<file path="src/include/cawp_cfg.svh">
// Constants for the wide PWM counter array
`ifndef CAWP_CFG_SVH
`define CAWP_CFG_SVH

// Register addresses
`define CAWP_ADDR_MODE       8'hd9
`define CAWP_ADDR_CONTROL    8'hd8
`define CAWP_ADDR_WIDE_PWM   8'hd7
`define CAWP_ADDR_MOD_MODE0  8'hda
`define CAWP_ADDR_CMP_LOW0   8'he9

// Reset values
`define CAWP_MODE_RESET      8'h40
`define CAWP_BYTE_RESET      8'h00

// Mode register fields
`define CAWP_MODE_IDLE_BIT   7
`define CAWP_MODE_WDT_BIT    6
`define CAWP_MODE_LOCK_BIT   5
`define CAWP_MODE_TB_LSB     1
`define CAWP_MODE_IRQ_BIT    0

// Control register fields
`define CAWP_CTL_OVF_BIT     7
`define CAWP_CTL_RUN_BIT     6

// Wide PWM control fields
`define CAWP_WP_RSEL_BIT     7
`define CAWP_WP_CYCOVF_BIT   5
`define CAWP_WP_CLEN_LSB     0

// Module mode fields
`define CAWP_MM_CMPEN_BIT    6
`define CAWP_MM_FLAGEN_BIT   3
`define CAWP_MM_PWM_BIT      1

// Timebase divisions and watchdog module
`define CAWP_DIV_SLOW        4'd11
`define CAWP_DIV_FAST        4'd3
`define CAWP_DIV_EXT         3'd7
`define CAWP_WDT_MODULE      2

`endif

</file>
<file path="src/include/cawp_pkg.sv">
// Types for the wide PWM counter array
package cawp_pkg;

    localparam int NUM_MOD = 3;

    typedef enum logic [2:0] {
        CAWP_TB_SYS12  = 3'b000,
        CAWP_TB_SYS4   = 3'b001,
        CAWP_TB_T0OVF  = 3'b010,
        CAWP_TB_EXTIN  = 3'b011,
        CAWP_TB_SYS    = 3'b100,
        CAWP_TB_EXT8   = 3'b101,
        CAWP_TB_RTC8   = 3'b110,
        CAWP_TB_RSVD   = 3'b111
    } cawp_timebase_t;

    typedef struct packed {
        logic [7:0] addr;
        logic       wr;
        logic       rd;
        logic [7:0] wdata;
    } cawp_sfr_req_t;

    typedef struct packed {
        logic ext_count;
        logic ext_clk;
        logic rtc_clk;
    } cawp_pins_t;

endpackage : cawp_pkg

</file>
<file path="src/cawp_top.sv">
// Counter array with 8/9/10/11-bit PWM modules and mode register
`timescale 1ns/1ps
`default_nettype none
`include "cawp_cfg.svh"

module cawp_top (
    // Clock and reset
    input  wire logic                  core_clk,
    input  wire logic                  reset_n,
    // Register port
    input  wire cawp_pkg::cawp_sfr_req_t sfr_req,
    output logic [7:0]                 sfr_rdata,
    // Tick sources
    input  wire logic                  timer0_overflow,
    input  wire logic                  cpu_idle,
    input  wire cawp_pkg::cawp_pins_t  pins,
    // Outputs
    output logic [2:0]                 module_output_pin,
    output logic                       counter_irq,
    output logic                       watchdog_reset
);
    import cawp_pkg::*;

    ////////////////////////////////////////////////////////////////
    // Decode helpers
    function automatic logic [2:0] cmp_hit(input logic [7:0] a, input logic high);
        logic [2:0] h;
        h = 3'h0;
        for (int i = 0; i < NUM_MOD; i++)
            h[i] = (a == 8'(`CAWP_ADDR_CMP_LOW0 + 2 * i + (high ? 1 : 0)));
        return h;
    endfunction : cmp_hit

    function automatic logic [10:0] len_mask(input logic [1:0] clen);
        case (clen)
            2'h0:    return 11'h0ff;
            2'h1:    return 11'h1ff;
            2'h2:    return 11'h3ff;
            default: return 11'h7ff;
        endcase
    endfunction : len_mask

    ////////////////////////////////////////////////////////////////
    // Registers
    logic [7:0]  mode_reg;
    logic        run_reg;
    logic        ovf_flag_reg;
    logic [2:0]  match_flag_reg;
    logic        rsel_reg;
    logic        cyc_ovf_reg;
    logic [1:0]  clen_reg;
    logic [2:0]  cmp_en_reg;
    logic [2:0]  flag_en_reg;
    logic [2:0]  pwm_reg;
    logic [15:0] count_reg;
    logic [15:0] count_next;

    logic        idle_sync1_reg;
    logic        idle_sync2_reg;
    logic        tick;
    logic [10:0] mask;
    logic        wrap;
    logic        wdt_on;
    logic        wr;
    logic [2:0]  wr_low;
    logic [2:0]  wr_high;
    logic [2:0]  low_hit;
    logic [2:0]  high_hit;
    logic [2:0]  match;
    logic [2:0]  pin;
    logic [15:0] cmp_val [NUM_MOD];
    logic [15:0] rld_val [NUM_MOD];
    logic [7:0]  rd_next;

    assign wr       = sfr_req.wr;
    assign low_hit  = cmp_hit(sfr_req.addr, 1'b0);
    assign high_hit = cmp_hit(sfr_req.addr, 1'b1);
    assign wr_low   = wr ? low_hit : 3'h0;
    assign wr_high  = wr ? high_hit : 3'h0;
    assign wdt_on   = mode_reg[`CAWP_MODE_WDT_BIT];
    assign mask     = len_mask(clen_reg);
    assign count_next = count_reg + 16'h0001;
    assign wrap     = ((count_reg[10:0] & mask) == mask);

    ////////////////////////////////////////////////////////////////
    // Idle level from another domain
    always_ff @(posedge core_clk) begin
        if (!reset_n) begin
            idle_sync1_reg <= 1'b0;
            idle_sync2_reg <= 1'b0;
        end else begin
            idle_sync1_reg <= cpu_idle;
            idle_sync2_reg <= idle_sync1_reg;
        end
    end

    cawp_timebase u_timebase (
        .core_clk        (core_clk),
        .reset_n         (reset_n),
        .timebase_select (cawp_timebase_t'(mode_reg[3:1])),
        .run             (run_reg && !(idle_sync2_reg && mode_reg[`CAWP_MODE_IDLE_BIT])),
        .timer0_overflow (timer0_overflow),
        .pins            (pins),
        .tick            (tick)
    );

    ////////////////////////////////////////////////////////////////
    // Array counter
    always_ff @(posedge core_clk) begin
        if (!reset_n)
            count_reg <= 16'h0000;
        else if (tick)
            count_reg <= count_next;
    end

    ////////////////////////////////////////////////////////////////
    // Mode register; lock holds the watchdog on until reset
    always_ff @(posedge core_clk) begin
        if (!reset_n) begin
            mode_reg <= `CAWP_MODE_RESET;
        end else if (wr && sfr_req.addr == `CAWP_ADDR_MODE) begin
            if (wdt_on) begin
                if (!mode_reg[`CAWP_MODE_LOCK_BIT])
                    mode_reg[`CAWP_MODE_WDT_BIT] <= sfr_req.wdata[`CAWP_MODE_WDT_BIT];
            end else begin
                mode_reg    <= sfr_req.wdata;
                mode_reg[4] <= 1'b0;
            end
        end
    end

    ////////////////////////////////////////////////////////////////
    // Control and wide PWM registers; hardware set beats clear
    always_ff @(posedge core_clk) begin
        if (!reset_n) begin
            run_reg        <= 1'b0;
            ovf_flag_reg   <= 1'b0;
            match_flag_reg <= 3'h0;
            rsel_reg       <= 1'b0;
            cyc_ovf_reg    <= 1'b0;
            clen_reg       <= 2'h0;
        end else begin
            if (wr && sfr_req.addr == `CAWP_ADDR_CONTROL) begin
                run_reg        <= sfr_req.wdata[`CAWP_CTL_RUN_BIT];
                ovf_flag_reg   <= sfr_req.wdata[`CAWP_CTL_OVF_BIT];
                match_flag_reg <= sfr_req.wdata[2:0];
            end
            if (wr && sfr_req.addr == `CAWP_ADDR_WIDE_PWM) begin
                rsel_reg    <= sfr_req.wdata[`CAWP_WP_RSEL_BIT];
                cyc_ovf_reg <= sfr_req.wdata[`CAWP_WP_CYCOVF_BIT];
                clen_reg    <= sfr_req.wdata[1:0];
            end
            if (tick && count_reg == 16'hffff)
                ovf_flag_reg <= 1'b1;
            if (tick && wrap)
                cyc_ovf_reg <= 1'b1;
            for (int i = 0; i < NUM_MOD; i++)
                if (match[i] && flag_en_reg[i])
                    match_flag_reg[i] <= 1'b1;
        end
    end

    ////////////////////////////////////////////////////////////////
    // Module mode registers
    always_ff @(posedge core_clk) begin
        if (!reset_n) begin
            cmp_en_reg  <= 3'h0;
            flag_en_reg <= 3'h0;
            pwm_reg     <= 3'h0;
        end else begin
            for (int i = 0; i < NUM_MOD; i++) begin
                if (wr && sfr_req.addr == 8'(`CAWP_ADDR_MOD_MODE0 + i)) begin
                    cmp_en_reg[i]  <= sfr_req.wdata[`CAWP_MM_CMPEN_BIT];
                    flag_en_reg[i] <= sfr_req.wdata[`CAWP_MM_FLAGEN_BIT];
                    pwm_reg[i]     <= sfr_req.wdata[`CAWP_MM_PWM_BIT];
                end
                if (wr_low[i])
                    cmp_en_reg[i] <= 1'b0;
                if (wr_high[i])
                    cmp_en_reg[i] <= 1'b1;
            end
        end
    end

    ////////////////////////////////////////////////////////////////
    // Compare modules
    for (genvar g = 0; g < NUM_MOD; g++) begin : g_mod
        cawp_channel u_channel (
            .core_clk      (core_clk),
            .reset_n       (reset_n),
            .wr_low        (wr_low[g]),
            .wr_high       (wr_high[g]),
            .sel_reload    (rsel_reg),
            .wdata         (sfr_req.wdata),
            .tick          (tick),
            .wrap          (wrap),
            .count_low     (count_next[10:0] & mask),
            .mask          (mask),
            .comp_en       (cmp_en_reg[g]),
            .pwm_en        (pwm_reg[g]),
            .compare_value (cmp_val[g]),
            .reload_value  (rld_val[g]),
            .pin           (pin[g]),
            .match         (match[g])
        );
    end

    ////////////////////////////////////////////////////////////////
    // Pins, interrupt and watchdog
    always_ff @(posedge core_clk) begin
        if (!reset_n) begin
            module_output_pin <= 3'h0;
            counter_irq       <= 1'b0;
            watchdog_reset    <= 1'b0;
        end else begin
            module_output_pin <= pin;
            // Module 2 pin is held low while it times the watchdog
            if (wdt_on)
                module_output_pin[`CAWP_WDT_MODULE] <= 1'b0;
            counter_irq    <= ovf_flag_reg && mode_reg[`CAWP_MODE_IRQ_BIT];
            watchdog_reset <= wdt_on && tick &&
                              count_next[15:8] == cmp_val[`CAWP_WDT_MODULE][15:8];
        end
    end

    ////////////////////////////////////////////////////////////////
    // Read data
    always_comb begin
        rd_next = 8'h00;
        if (sfr_req.addr == `CAWP_ADDR_MODE)
            rd_next = mode_reg;
        else if (sfr_req.addr == `CAWP_ADDR_CONTROL)
            rd_next = {ovf_flag_reg, run_reg, 3'h0, match_flag_reg};
        else if (sfr_req.addr == `CAWP_ADDR_WIDE_PWM)
            rd_next = {rsel_reg, 1'b0, cyc_ovf_reg, 3'h0, clen_reg};
        for (int i = 0; i < NUM_MOD; i++) begin
            if (sfr_req.addr == 8'(`CAWP_ADDR_MOD_MODE0 + i))
                rd_next = {1'b0, cmp_en_reg[i], 2'h0, flag_en_reg[i], 1'b0, pwm_reg[i], 1'b0};
            if (low_hit[i])
                rd_next = rsel_reg ? rld_val[i][7:0] : cmp_val[i][7:0];
            if (high_hit[i])
                rd_next = rsel_reg ? rld_val[i][15:8] : cmp_val[i][15:8];
        end
    end

    always_ff @(posedge core_clk) begin
        if (!reset_n)
            sfr_rdata <= `CAWP_BYTE_RESET;
        else if (sfr_req.rd)
            sfr_rdata <= rd_next;
    end

endmodule : cawp_top
`default_nettype wire

</file>
<file path="src/cawp_timebase.sv">
// Timebase tick generator for the counter array
`timescale 1ns/1ps
`default_nettype none
`include "cawp_cfg.svh"

module cawp_timebase (
    // Clock and reset
    input  wire logic                    core_clk,
    input  wire logic                    reset_n,
    // Control
    input  wire cawp_pkg::cawp_timebase_t timebase_select,
    input  wire logic                    run,
    input  wire logic                    timer0_overflow,
    // Pins
    input  wire cawp_pkg::cawp_pins_t    pins,
    // Tick out
    output logic                         tick
);
    import cawp_pkg::*;

    logic [2:0] sync1_reg;
    logic [2:0] sync2_reg;
    logic [2:0] last_reg;
    logic [3:0] pre_reg;
    logic [2:0] ext_div_reg;
    logic [2:0] rtc_div_reg;
    logic       cnt_fall;
    logic       ext_rise;
    logic       rtc_rise;

    ////////////////////////////////////////////////////////////////
    // Pins pass two flops; edges are seen only on the second
    always_ff @(posedge core_clk) begin
        if (!reset_n) begin
            sync1_reg <= 3'h0;
            sync2_reg <= 3'h0;
            last_reg  <= 3'h0;
        end else begin
            sync1_reg <= {pins.ext_count, pins.ext_clk, pins.rtc_clk};
            sync2_reg <= sync1_reg;
            last_reg  <= sync2_reg;
        end
    end

    assign cnt_fall = last_reg[2] & ~sync2_reg[2];
    assign ext_rise = ~last_reg[1] & sync2_reg[1];
    assign rtc_rise = ~last_reg[0] & sync2_reg[0];

    ////////////////////////////////////////////////////////////////
    // Dividers
    always_ff @(posedge core_clk) begin
        if (!reset_n) begin
            pre_reg     <= 4'h0;
            ext_div_reg <= 3'h0;
            rtc_div_reg <= 3'h0;
        end else begin
            if ((timebase_select == CAWP_TB_SYS12 && pre_reg == `CAWP_DIV_SLOW) ||
                (timebase_select == CAWP_TB_SYS4 && pre_reg == `CAWP_DIV_FAST))
                pre_reg <= 4'h0;
            else
                pre_reg <= pre_reg + 4'h1;
            if (ext_rise)
                ext_div_reg <= ext_div_reg + 3'h1;
            if (rtc_rise)
                rtc_div_reg <= rtc_div_reg + 3'h1;
        end
    end

    ////////////////////////////////////////////////////////////////
    // Source select
    always_ff @(posedge core_clk) begin
        if (!reset_n) begin
            tick <= 1'b0;
        end else if (!run) begin
            tick <= 1'b0;
        end else begin
            case (timebase_select)
                CAWP_TB_SYS12: tick <= (pre_reg == `CAWP_DIV_SLOW);
                CAWP_TB_SYS4:  tick <= (pre_reg == `CAWP_DIV_FAST);
                CAWP_TB_T0OVF: tick <= timer0_overflow;
                CAWP_TB_EXTIN: tick <= cnt_fall;
                CAWP_TB_SYS:   tick <= 1'b1;
                CAWP_TB_EXT8:  tick <= ext_rise && ext_div_reg == `CAWP_DIV_EXT;
                CAWP_TB_RTC8:  tick <= rtc_rise && rtc_div_reg == `CAWP_DIV_EXT;
                default:       tick <= 1'b0;
            endcase
        end
    end

endmodule : cawp_timebase
`default_nettype wire

</file>
<file path="src/cawp_channel.sv">
// One compare module in wide PWM mode
`timescale 1ns/1ps
`default_nettype none
`include "cawp_cfg.svh"

module cawp_channel (
    // Clock and reset
    input  wire logic        core_clk,
    input  wire logic        reset_n,
    // Byte writes
    input  wire logic        wr_low,
    input  wire logic        wr_high,
    input  wire logic        sel_reload,
    input  wire logic [7:0]  wdata,
    // Counter events
    input  wire logic        tick,
    input  wire logic        wrap,
    input  wire logic [10:0] count_low,
    input  wire logic [10:0] mask,
    input  wire logic        comp_en,
    input  wire logic        pwm_en,
    // Results
    output logic [15:0]      compare_value,
    output logic [15:0]      reload_value,
    output logic             pin,
    output logic             match
);
    import cawp_pkg::*;

    logic [15:0] eff;
    logic        hit;

    // On wrap the freshly reloaded value is the one compared
    assign eff = wrap ? reload_value : compare_value;
    assign hit = tick && ((eff[10:0] & mask) == count_low);

    ////////////////////////////////////////////////////////////////
    // Compare and reload storage
    always_ff @(posedge core_clk) begin
        if (!reset_n) begin
            compare_value <= 16'h0000;
            reload_value  <= 16'h0000;
        end else begin
            if (wr_low && sel_reload)
                reload_value[7:0] <= wdata;
            if (wr_high && sel_reload)
                reload_value[15:8] <= wdata;
            if (tick && wrap)
                compare_value <= reload_value;
            else if (wr_low && !sel_reload)
                compare_value[7:0] <= wdata;
            else if (wr_high && !sel_reload)
                compare_value[15:8] <= wdata;
        end
    end

    ////////////////////////////////////////////////////////////////
    // Output pin; match wins at zero so compare 0 gives full duty
    always_ff @(posedge core_clk) begin
        if (!reset_n) begin
            pin   <= 1'b0;
            match <= 1'b0;
        end else begin
            match <= hit && comp_en;
            if (!comp_en || !pwm_en)
                pin <= 1'b0;
            else if (hit)
                pin <= 1'b1;
            else if (tick && wrap)
                pin <= 1'b0;
        end
    end

endmodule : cawp_channel
`default_nettype wire

</file>
<file path="config.mk">
export PLATFORM = sky130hd
export DESIGN_NAME = cawp_top
export DESIGN_NICKNAME = d
export VERILOG_FILES = /design/src/include/cawp_pkg.sv /design/src/cawp_top.sv /design/src/cawp_timebase.sv /design/src/cawp_channel.sv
export VERILOG_INCLUDE_DIRS = /design/src /design/src/include
export SDC_FILE = /design/constraint.sdc
export NUM_CORES = 1
export LEC_CHECK = 0
export BUFFER_PORTS_ARGS = -buffer_cell sky130_fd_sc_hd__buf_2
export CAP_MARGIN = 10
export CORE_ASPECT_RATIO = 0.75
export CORE_UTILIZATION = 45
export DETAILED_ROUTE_END_ITERATION = 8
export PLACE_DENSITY = 0.72
export SLEW_MARGIN = 10
export SYNTH_ARGS = -nofsm -noshare
export SYNTH_HDL_FRONTEND = slang
export SYNTH_SLANG_ARGS = --single-unit
</file>
<file path="constraint.sdc">
create_clock -name core_clk -period 6.9 [get_ports core_clk]
set_input_delay 0.69 -clock core_clk [delete_from_list [all_inputs] [get_ports core_clk]]
set_output_delay 0.69 -clock core_clk [all_outputs]
set_load 0.02 [all_outputs]
</file>
# == Word-level counts from Yosys, hierarchy flattened ==
# Cells that the tools add are included.
# op_classes
add_sub_neg,4
eq_ne,33
mux,60
bitwise,13
reduce_logical,79
# ops
cell,n
8-bit two-way mux,27
8-bit == test (second input constant),12
11-bit bitwise AND,5
16-bit two-way mux,3
11-bit == test,4
1-bit logical AND,38
11-bit two-way mux,3
11-bit one-hot mux with 3 select lines,1
2-bit nonzero test,14
1-bit two-way mux,22
16-bit by 1-bit adder with 16-bit output (second input constant),1
16-bit == test (second input constant),1
3-bit == test (second input constant),5
2-bit AND reduction,5
2-bit OR reduction,5
3-bit two-way mux,3
3-bit nonzero test,3
8-bit == test,1
1-bit logical NOT,8
1-bit one-hot mux with 7 select lines,1
3-bit by 1-bit adder with 3-bit output (second input constant),2
3-bit by 2-bit == test with 1-bit output (second input constant),2
2-bit != test (second input constant),3
1-bit NOT,5
other kinds (10),15
# totals
ff_bits,178
inputBits,25
out_inout_bits,13
wordCells,241

# == Depth between registers and ports, before layout ==
# Gate-level depths: netlist of run 1.
# depth
word_depth,13
mapped_depth,13
ltp_nobuf,9

# == Modules after synthesis ==
# Synthesis of run 1 repeated with hierarchy kept, for this count alone.
# hier_totals
hier_cells,1191
area_unflattened_um2,10388.7
# by_module_without_submodules
mod,n_inst,cells_each,area_each_um2,seq_area_each_um2
cawp_channel,3,196,1778.0,680.7
cawp_top,1,527,4231.6,1121.1
cawp_timebase,1,76,823.3,400.4

# == Least setup slack after synthesis of run 1 ==
# No wires, ideal clock.
# synth_path
path_kind,register to register
startpoint,register count_reg[1]
endpoint,register g_mod[1].u_channel.pin
setup_ns,0.070
t_arrival_ns,2.591
required_time_ns,6.830
setup_slack_ns,4.240
path_stages_with_launch,12
path_buffers,3
path_cell_list,dfxtp_1 ha_1 clkbuf_1 and4_1 buf_4 and3_1 buf_4 mux2i_1 xor2_1 or4_1 a2111o_1 a21oi_1
# synth_between
elab_chain_cells,7
word_cells_on_any_way,11
cone_classes,1 x add/sub; 2 x eq/ne; 2 x mux; 3 x bitwise; 3 x reduce/logical
# synth_lines
element,line,rtl
start: declaration,cawp_top.sv:55,logic [15:0] count_reg;
start signal: assignment,cawp_top.sv:113,count_reg <= count_next;
"parallel branches: the longest is 7 deep, another holds 16-bit by 1-bit adder with 16-bit output",n/a,
end signal: assignment,cawp_channel.sv:66,pin <= 1'b0;
end signal: assignment,cawp_channel.sv:68,pin <= 1'b1;
end signal: assignment,cawp_channel.sv:70,pin <= 1'b0;
end: declaration,cawp_channel.sv:25,"output logic pin,"
# Several ways; the timed one is not identified.
# A chain may end at the register's enable or synchronous reset.

# == Final worst setup path of run 1 ==
# layout_path
startpoint,register count_reg[0]
endpoint,register g_mod[1].u_channel.pin
# Same word-level chain as after synthesis.

==> impl_results.md, run 1 <==
- Status: finished clean
- Fraction of layout instances using a drive strength above 1: under 10%
- NumNets Final: 1162
- Crit end category: flip-flop
- Hold buffers post-CTS: 0
- Main combinational cell family by area after synthesis: compound AO/OA/AOI/OAI gates
- Area leader, netlist: dfxtp_1
- Final ANT Viol Nets: 0
- PortBufs: 37
- Final core occ: about half
- H-tree levels: 4
- CP startpoint kind: flip-flop
- Clock Skews: between 0.01 and 0.015 ns
- Initial Util: a little under half
- Post-Synthesis Cell Area: roughly 0.0097 mm^2
- XOR/XNOR share of the synthesized area: ~5.6%
- Least-Margin Pin Slew: 1.105 ns
- Crit-path cells: ha_1 -> and4_1 -> and3_1 -> buf_4 -> mux2i_1 -> xor2_1 -> or4_1 -> a2111o_1 -> a21oi_1
- Clock root buffer: clkbuf_16
- Post-CTS setup buffers: 0
- Total CTS buffers: 17
- Vias/cell: around 6.0
- Final hold vios: 0
- Worst Setup SP: count_reg[0]
- CORE AREA: approximately 0.021 mm^2
- WP data arrival: 4.28 ns
- Vias in the first global route: ~7600
- Avg Cell Area, Syn: around 8.4 um^2
- Critical Path Fanout Max: 17
- First-pass GRT wire length: about 45000 um
- Mux contribution to synthesized area: 12.79%
- Die span in y: 128.9 um
- Final WL: between 20000 and 30000 um
- Area share of the largest cell type after synthesis: 36.88%
- Crit share post-route: approximately 56%
- Commonest non-fill, non-tap cells in the layout: nand2_1 (206), dfxtp_1 (177), mux2i_1 (110), a21boi_0 (68), o21ai_0 (59)
- Fillcell total: slightly above 2000
- Final setup viols: 0
- Die area: ~0.022 mm^2
- Seq/Total Area, Yosys: 36.88%
- Commonest non-fill, non-tap cell in the layout: nand2_1
- Layout area overhead: 9.387%
- Worst min path class: reg -> reg
- Via count: approximately 8600
- Post-synth top flop: dfxtp_1
- CTS sink cnt: 178
- FF/Latch Area: roughly 0.0036 mm^2
- Clk pin slew, worst setup/hold paths: approximately 0.070 ns
- Post-route setup TNS: 0 ns
- Number of synthesized flops with an enable pin: 0
- Hold wc startpoint: idle_sync1_reg
- Clock Latency Late Sink: 0.44 ns
- #FFs+latches synth: about 180
- Synth warn: 0
- Die Wd: about 170 um
- Mapped Nets: approximately 1200
- Fmax: 256.7 MHz
- Largest net degree at the start of global routing: between 100 and 150
- Ant diodes: 0
- Distinct cells, synth: 53
- Synth Area in Compound Gates: 20.52%
- Area contributors post-synth: dfxtp_1 (37%), mux2i_1 (11%), nand2_1 (8.0%)
- Reg-to-reg startpoint: count_reg[0]
- CTS tree: yes
- P_leak: 4.200 nW
- Worst rel slew slack: between 20% and 30%
- Drt pass-1 iters: 5
- Longest Clk Path Bufs: 2
- Final Max Tran Viols: 0
- Residual DRC: 0
- # rows: 46
- Max Cap Violations: 0
- Final Critical Period: between 3 and 4 ns
- RePlAce Congestion: a little under 1
- Total track usage: 27.18%
- Peak supply drop: roughly 170 uV
- Critical Path Max Stage Delay: around 0.67 ns
- Mapped Cells: roughly 1100
- RSZ-0062 raised after global routing: false
- CP max stage cell: dfxtp_1
- Gr ovfl total: 0
- Adder-Cell Fraction of Synth Area: 0.7769%
- Share of flip-flops with an asynchronous set or reset: 0%
- Initial antenna violation count: 0
- Simple-Gate Fraction of Synth Area: just under 20%
- HPWL after DPL: 20080 um
- DR WL/cell: a little over 20 um
- DRT iter0 DRCs: ~1100
- Top Ports: 38
- # resized after CTS: 0
- CP Data Required Time: between 7 and 8 ns
- Pwr dens: 201.3 mW/mm^2
- WS Path Type: reg -> reg
- Multi-input gate area: about 0.0058 mm^2
logic make-up after synthesis:
group,Yosys count
AO/OA/AOI/OAI,277
XOR/XNOR,62
adder cells (fa/ha/maj),6
buffers and inverters,91
flip-flops,178
multiplexers,121
AND/OR/NAND/NOR,411
critical path, delay by kind of cell (launching register included):
kind,cells,cell delay (ns)
xor gates and xnor gates,1,0.09
muxes,1,0.29
buffers and inverters,1,0.36
adders and majority gates,1,0.44
and+or+nand+nor,3,1.54
DFF,1,0.67
AOI/OAI and AO/OA,2,0.44
cells in the mapped netlist, drive strengths merged, types with 4 or more instances:
cell,n
nor4,12
nand2b,5
mux2,10
o211ai,9
nand3,58
o22ai,14
inv,12
dfxtp,178
ha,6
nand2,207
mux2i,110
xor2,33
o221ai,8
buf,10
nor2b,24
xnor2,29
or3,5
a21boi,68
a22oi,5
o2111ai,4
nor2,39
clkbuf,69
a211oi,5
nand4,6
nor3,10
a21oi,34
o21ai,60
and2,29
o211a,48
or4,4
per-layer routing:
metal / vias to the layer above / routed length [um] / part of all wire, % / GRT usage (%)
met5: - / 0 / 0 / 0
met4: 0 / 813 / 2.8 / 10.45
met3: 61 / 3018 / 10 / 8.520
met2: 391 / 12040 / 41 / 37.69
met1: 4075 / 13440 / 46 / 38.80
li1: 4056 / - / - / -
area by class of cell:
cell class / instances / area share (%)
Inverter: 12 / 0.4261
Clock buffer: 21 / 4.356
Multi-Input combinational cell: 877 / 54.44
Sequential cell: 178 / 33.72
Tap cell: 288 / 3.409
Clock inverter: 11 / 1.302
Timing Repair Buffer: 45 / 2.344
power by group:
part           switching, W  internal [W]  leakage, nW   total, W
clock network      0.000442      0.000562        0.290    0.00100
logic             0.0000617     0.0000258         2.47  0.0000875
registers        0.00000359       0.00103         1.44    0.00104
through the flow:
stage	hold slack, ns	setup WS, ns	instance area [um^2]	power (W)	cells
after detailed placement	0.4213	3.123	9966	0.001146	1400
after global routing	0.4428	2.771	10570	0.002193	1432
after global placement	0.4173	3.257	9966	0.001145	1400
final	0.4349	3.004	10570	0.002128	1432
after CTS	0.4296	3.087	10560	0.002146	1432
after floorplan	0.4119	4.240	9663	0.001112	1146
final timing paths:
check,endpoint,slack [ns],cells after the start
hold reg to reg,idle_sync2_reg,0.43,1
hold / removal,idle_sync2_reg,0.43,1
setup / recovery,g_mod[1].u_channel.pin,3.00,9
setup reg to reg,g_mod[1].u_channel.pin,3.00,9
No activity file was read; power rests on OpenSTA's default activity.
==> inputs of run 2 (changes only) <==
- PLACE_DENSITY: 0.72 -> 0.74
- clock period: 6.9 -> 3.58 ns (I/O delays scaled with it)
==> run 2 against run 1 <==
Routed wire length grew 0.73%. Cell count grew 1.6%. Utilization grew 1.0 points. Non-clock buffer count grew 23. Hold slack lost 0.33 ns. Worst setup slack lost 2.4 ns. Clock power grew 97%.
==> impl_results.md, run 2 (same netlist as run 1, synthesis figures left out) <==
- Post-CTS setup buffers: 0 (unchanged)
- Fmax: 331.0 MHz (+29%)
- Pint: 0.003106 W (+92%)
- P_leak: 4.333 nW (+3.2%)
- WP data arrival: 3.41 ns (-0.87 ns)
- RSZ-0062 raised after global routing: false
- PortBufs: 37 (unchanged)
- Flop pwr share: 48.3% (-0.4 points)
- WHS: 0.1098 ns (-0.3251 ns)
- Reg-to-reg startpoint: count_reg[2]
- Hold wc startpoint: cpu_idle
- Peak supply drop: 315.4 uV (+82%)
- NumNets Final: 1185 (+2.0%)
- Commonest non-fill, non-tap cell in the layout: nand2_1
- Die Wd: 171.2 um (unchanged)
- Final Critical Period: 3.021 ns (-0.8746 ns)
- Initial antenna violation count: 0 (unchanged)
- Sw Share: 24.82% (+0.99 points)
- Fin area: 0.01079 mm^2 (+2.1%)
- Worst min path class: in -> reg
- Final hold vios: 0 (unchanged)
- Ant diodes: 0 (unchanged)
- Clock Latency Late Sink: 0.45 ns (about the same)
- Layout area overhead: 11.64%
- H-tree levels: 4 (unchanged)
- Post-route setup TNS: 0 ns (unchanged)
- # rows: 46 (unchanged)
- Total track usage: 27.17% (about the same)
- Clk pin slew, worst setup/hold paths: 0.08 ns (about the same)
- Crit end category: flip-flop
- Status: finished clean
- Hold Crit Depth: 2 (+1)
- Final setup viols: 0 (unchanged)
- Clock Power Share: 47.6% (+0.4 points)
- Placed cell count: 1423 (+1.6%)
- Pwr dens: 383.0 mW/mm^2 (+90%)
- DR WL/cell: 20.29 um (-0.86%)
- WS Path Type: reg -> reg
- Final Max Tran Viols: 0 (unchanged)
- Top Ports: 38 (unchanged)
- Total CTS buffers: 17 (unchanged)
- CP startpoint kind: flip-flop
- Fraction of layout instances using a drive strength above 1: 10.03% (+1.9 points)
- Longest Clk Path Bufs: 2 (unchanged)
- Cell area after placement: 0.01018 mm^2 (+2.1%)
- Post-Layout Cell Count: 1455 (+1.6%)
- Setup slack at placement: 0.6492 ns (-2.474 ns)
- Final WL: 29520 um (+0.73%)
- Worst Setup SP: count_reg[2]
- CTS tree: yes
- Die area: 0.02207 mm^2 (unchanged)
- CTS sink cnt: 178 (unchanged)
- Drt pass-1 iters: 6 (+1)
- Residual DRC: 0 (unchanged)
- DRT iter0 DRCs: 920 (-19%)
- Clock root buffer: clkbuf_16
- HPWL after DPL: 20670 um (+3.0%)
- Die span in y: 128.9 um (unchanged)
- Worst rel slew slack: 52.63% (+27 points)
- Vias in the first global route: 7779 (+2.0%)
- # resized after CTS: 0 (unchanged)
- Vias/cell: 5.955 (-0.64%)
- Clock Skews: 0.02188 ns (+0.009840 ns)
- Initial Util: 45.75% (unchanged)
- Max Cap Violations: 0 (unchanged)
- CP Data Required Time: 3.97 ns (-3.31 ns)
- Hold buffers post-CTS: 0 (unchanged)
- Critical Path Fanout Max: 14 (-3)
- CORE AREA: 0.02112 mm^2 (unchanged)
- Fin worst setup slack: 0.5585 ns (-2.445 ns)
- Sw power: 0.001025 W (+100%)
- Commonest non-fill, non-tap cells in the layout: nand2_1 (206), dfxtp_1 (177), mux2i_1 (110), a21boi_0 (68), o21ai_0 (59)
- Final ANT Viol Nets: 0 (unchanged)
- Largest net degree at the start of global routing: 82 (-19%)
- FF-to-FF path depth: 9 (unchanged)
- First-pass GRT wire length: 44980 um (about the same)
- Crit share post-route: 84.40% (+28 points)
- Gr ovfl total: 0 (unchanged)
- Comb power frac: 4.1% (about the same)
- RePlAce Congestion: 0.9548 (-3.3%)
- Least-Margin Pin Slew: 0.7081 ns (-0.3970 ns)
- Via count: 8665 (+0.96%)
==> run 2: changes by cell type in the layout (fill, tap and decap cells not counted), sizes merged <==
cell,previous run,this run
buf,45,68
clkbuf,21,17
clkinv,1,4
inv,19,20
==> run 2: worst paths after layout <==
path | slack [ns] | to
worst min register to register | 0.44 | u_timebase.sync2_reg[0]
worst max register to register | 0.56 | g_mod[2].u_channel.pin
worst max-delay path | 0.56 | g_mod[2].u_channel.pin
worst min-delay path | 0.11 | idle_sync1_reg
==> run 2: area by class of cell <==
cell class              instances  area [um^2]
inverters                      12        45.04
clock inverters                15        186.4
multi-input cells             877         5748
fillers                      1991        10330
repair buffers                 68        457.9
flip-flops and latches        178         3565
clock buffers                  17        425.4
well taps                     288        360.3
==> run 2: per-layer routing <==
| layer | track usage, % | up-vias | routed length, um | share of wire, % |
|---|---|---|---|---|
| met5 | 0 | - | 0 | 0 |
| met4 | 9.191 | 0 | 668 | 2.3 |
| met3 | 7.352 | 44 | 2770 | 9.4 |
| met2 | 39.84 | 414 | 12540 | 42 |
| met1 | 38.21 | 4097 | 13540 | 46 |
| li1 | - | 4110 | - | - |
==> run 2: worst max-delay path: stages, from the launching register on <==
cell and delay [ns]:
dfxtp_1 0.48, and4_1 0.35, and4_1 0.46, and3_1 0.32, buf_4 0.26, mux2i_1 0.24, xor2_1 0.09, a2111oi_0 0.43
o211ai_1 0.19, a21oi_1 0.15
==> run 2: power groups by stage <==
stage | clock network (W) | logic [W] | registers [W]
after floorplan | 0 | 0.0000996 | 0.00204
after global routing | 0.00208 | 0.000179 | 0.00200
final | 0.00197 | 0.000168 | 0.00200
after global placement | 0 | 0.000163 | 0.00204
after detailed placement | 0 | 0.000165 | 0.00204
after CTS | 0.00199 | 0.000165 | 0.00200
==> run 2: metrics by stage <==
| step | total power [W] | util (%) |
|---|---|---|
| global placement | 0.002206 | 48.18 |
| global route | 0.004253 | 51.07 |
| finish | 0.004131 | 51.07 |
| CTS | 0.004154 | 51.07 |
| floorplan | 0.002143 | - |
| detailed placement | 0.002208 | 48.18 |
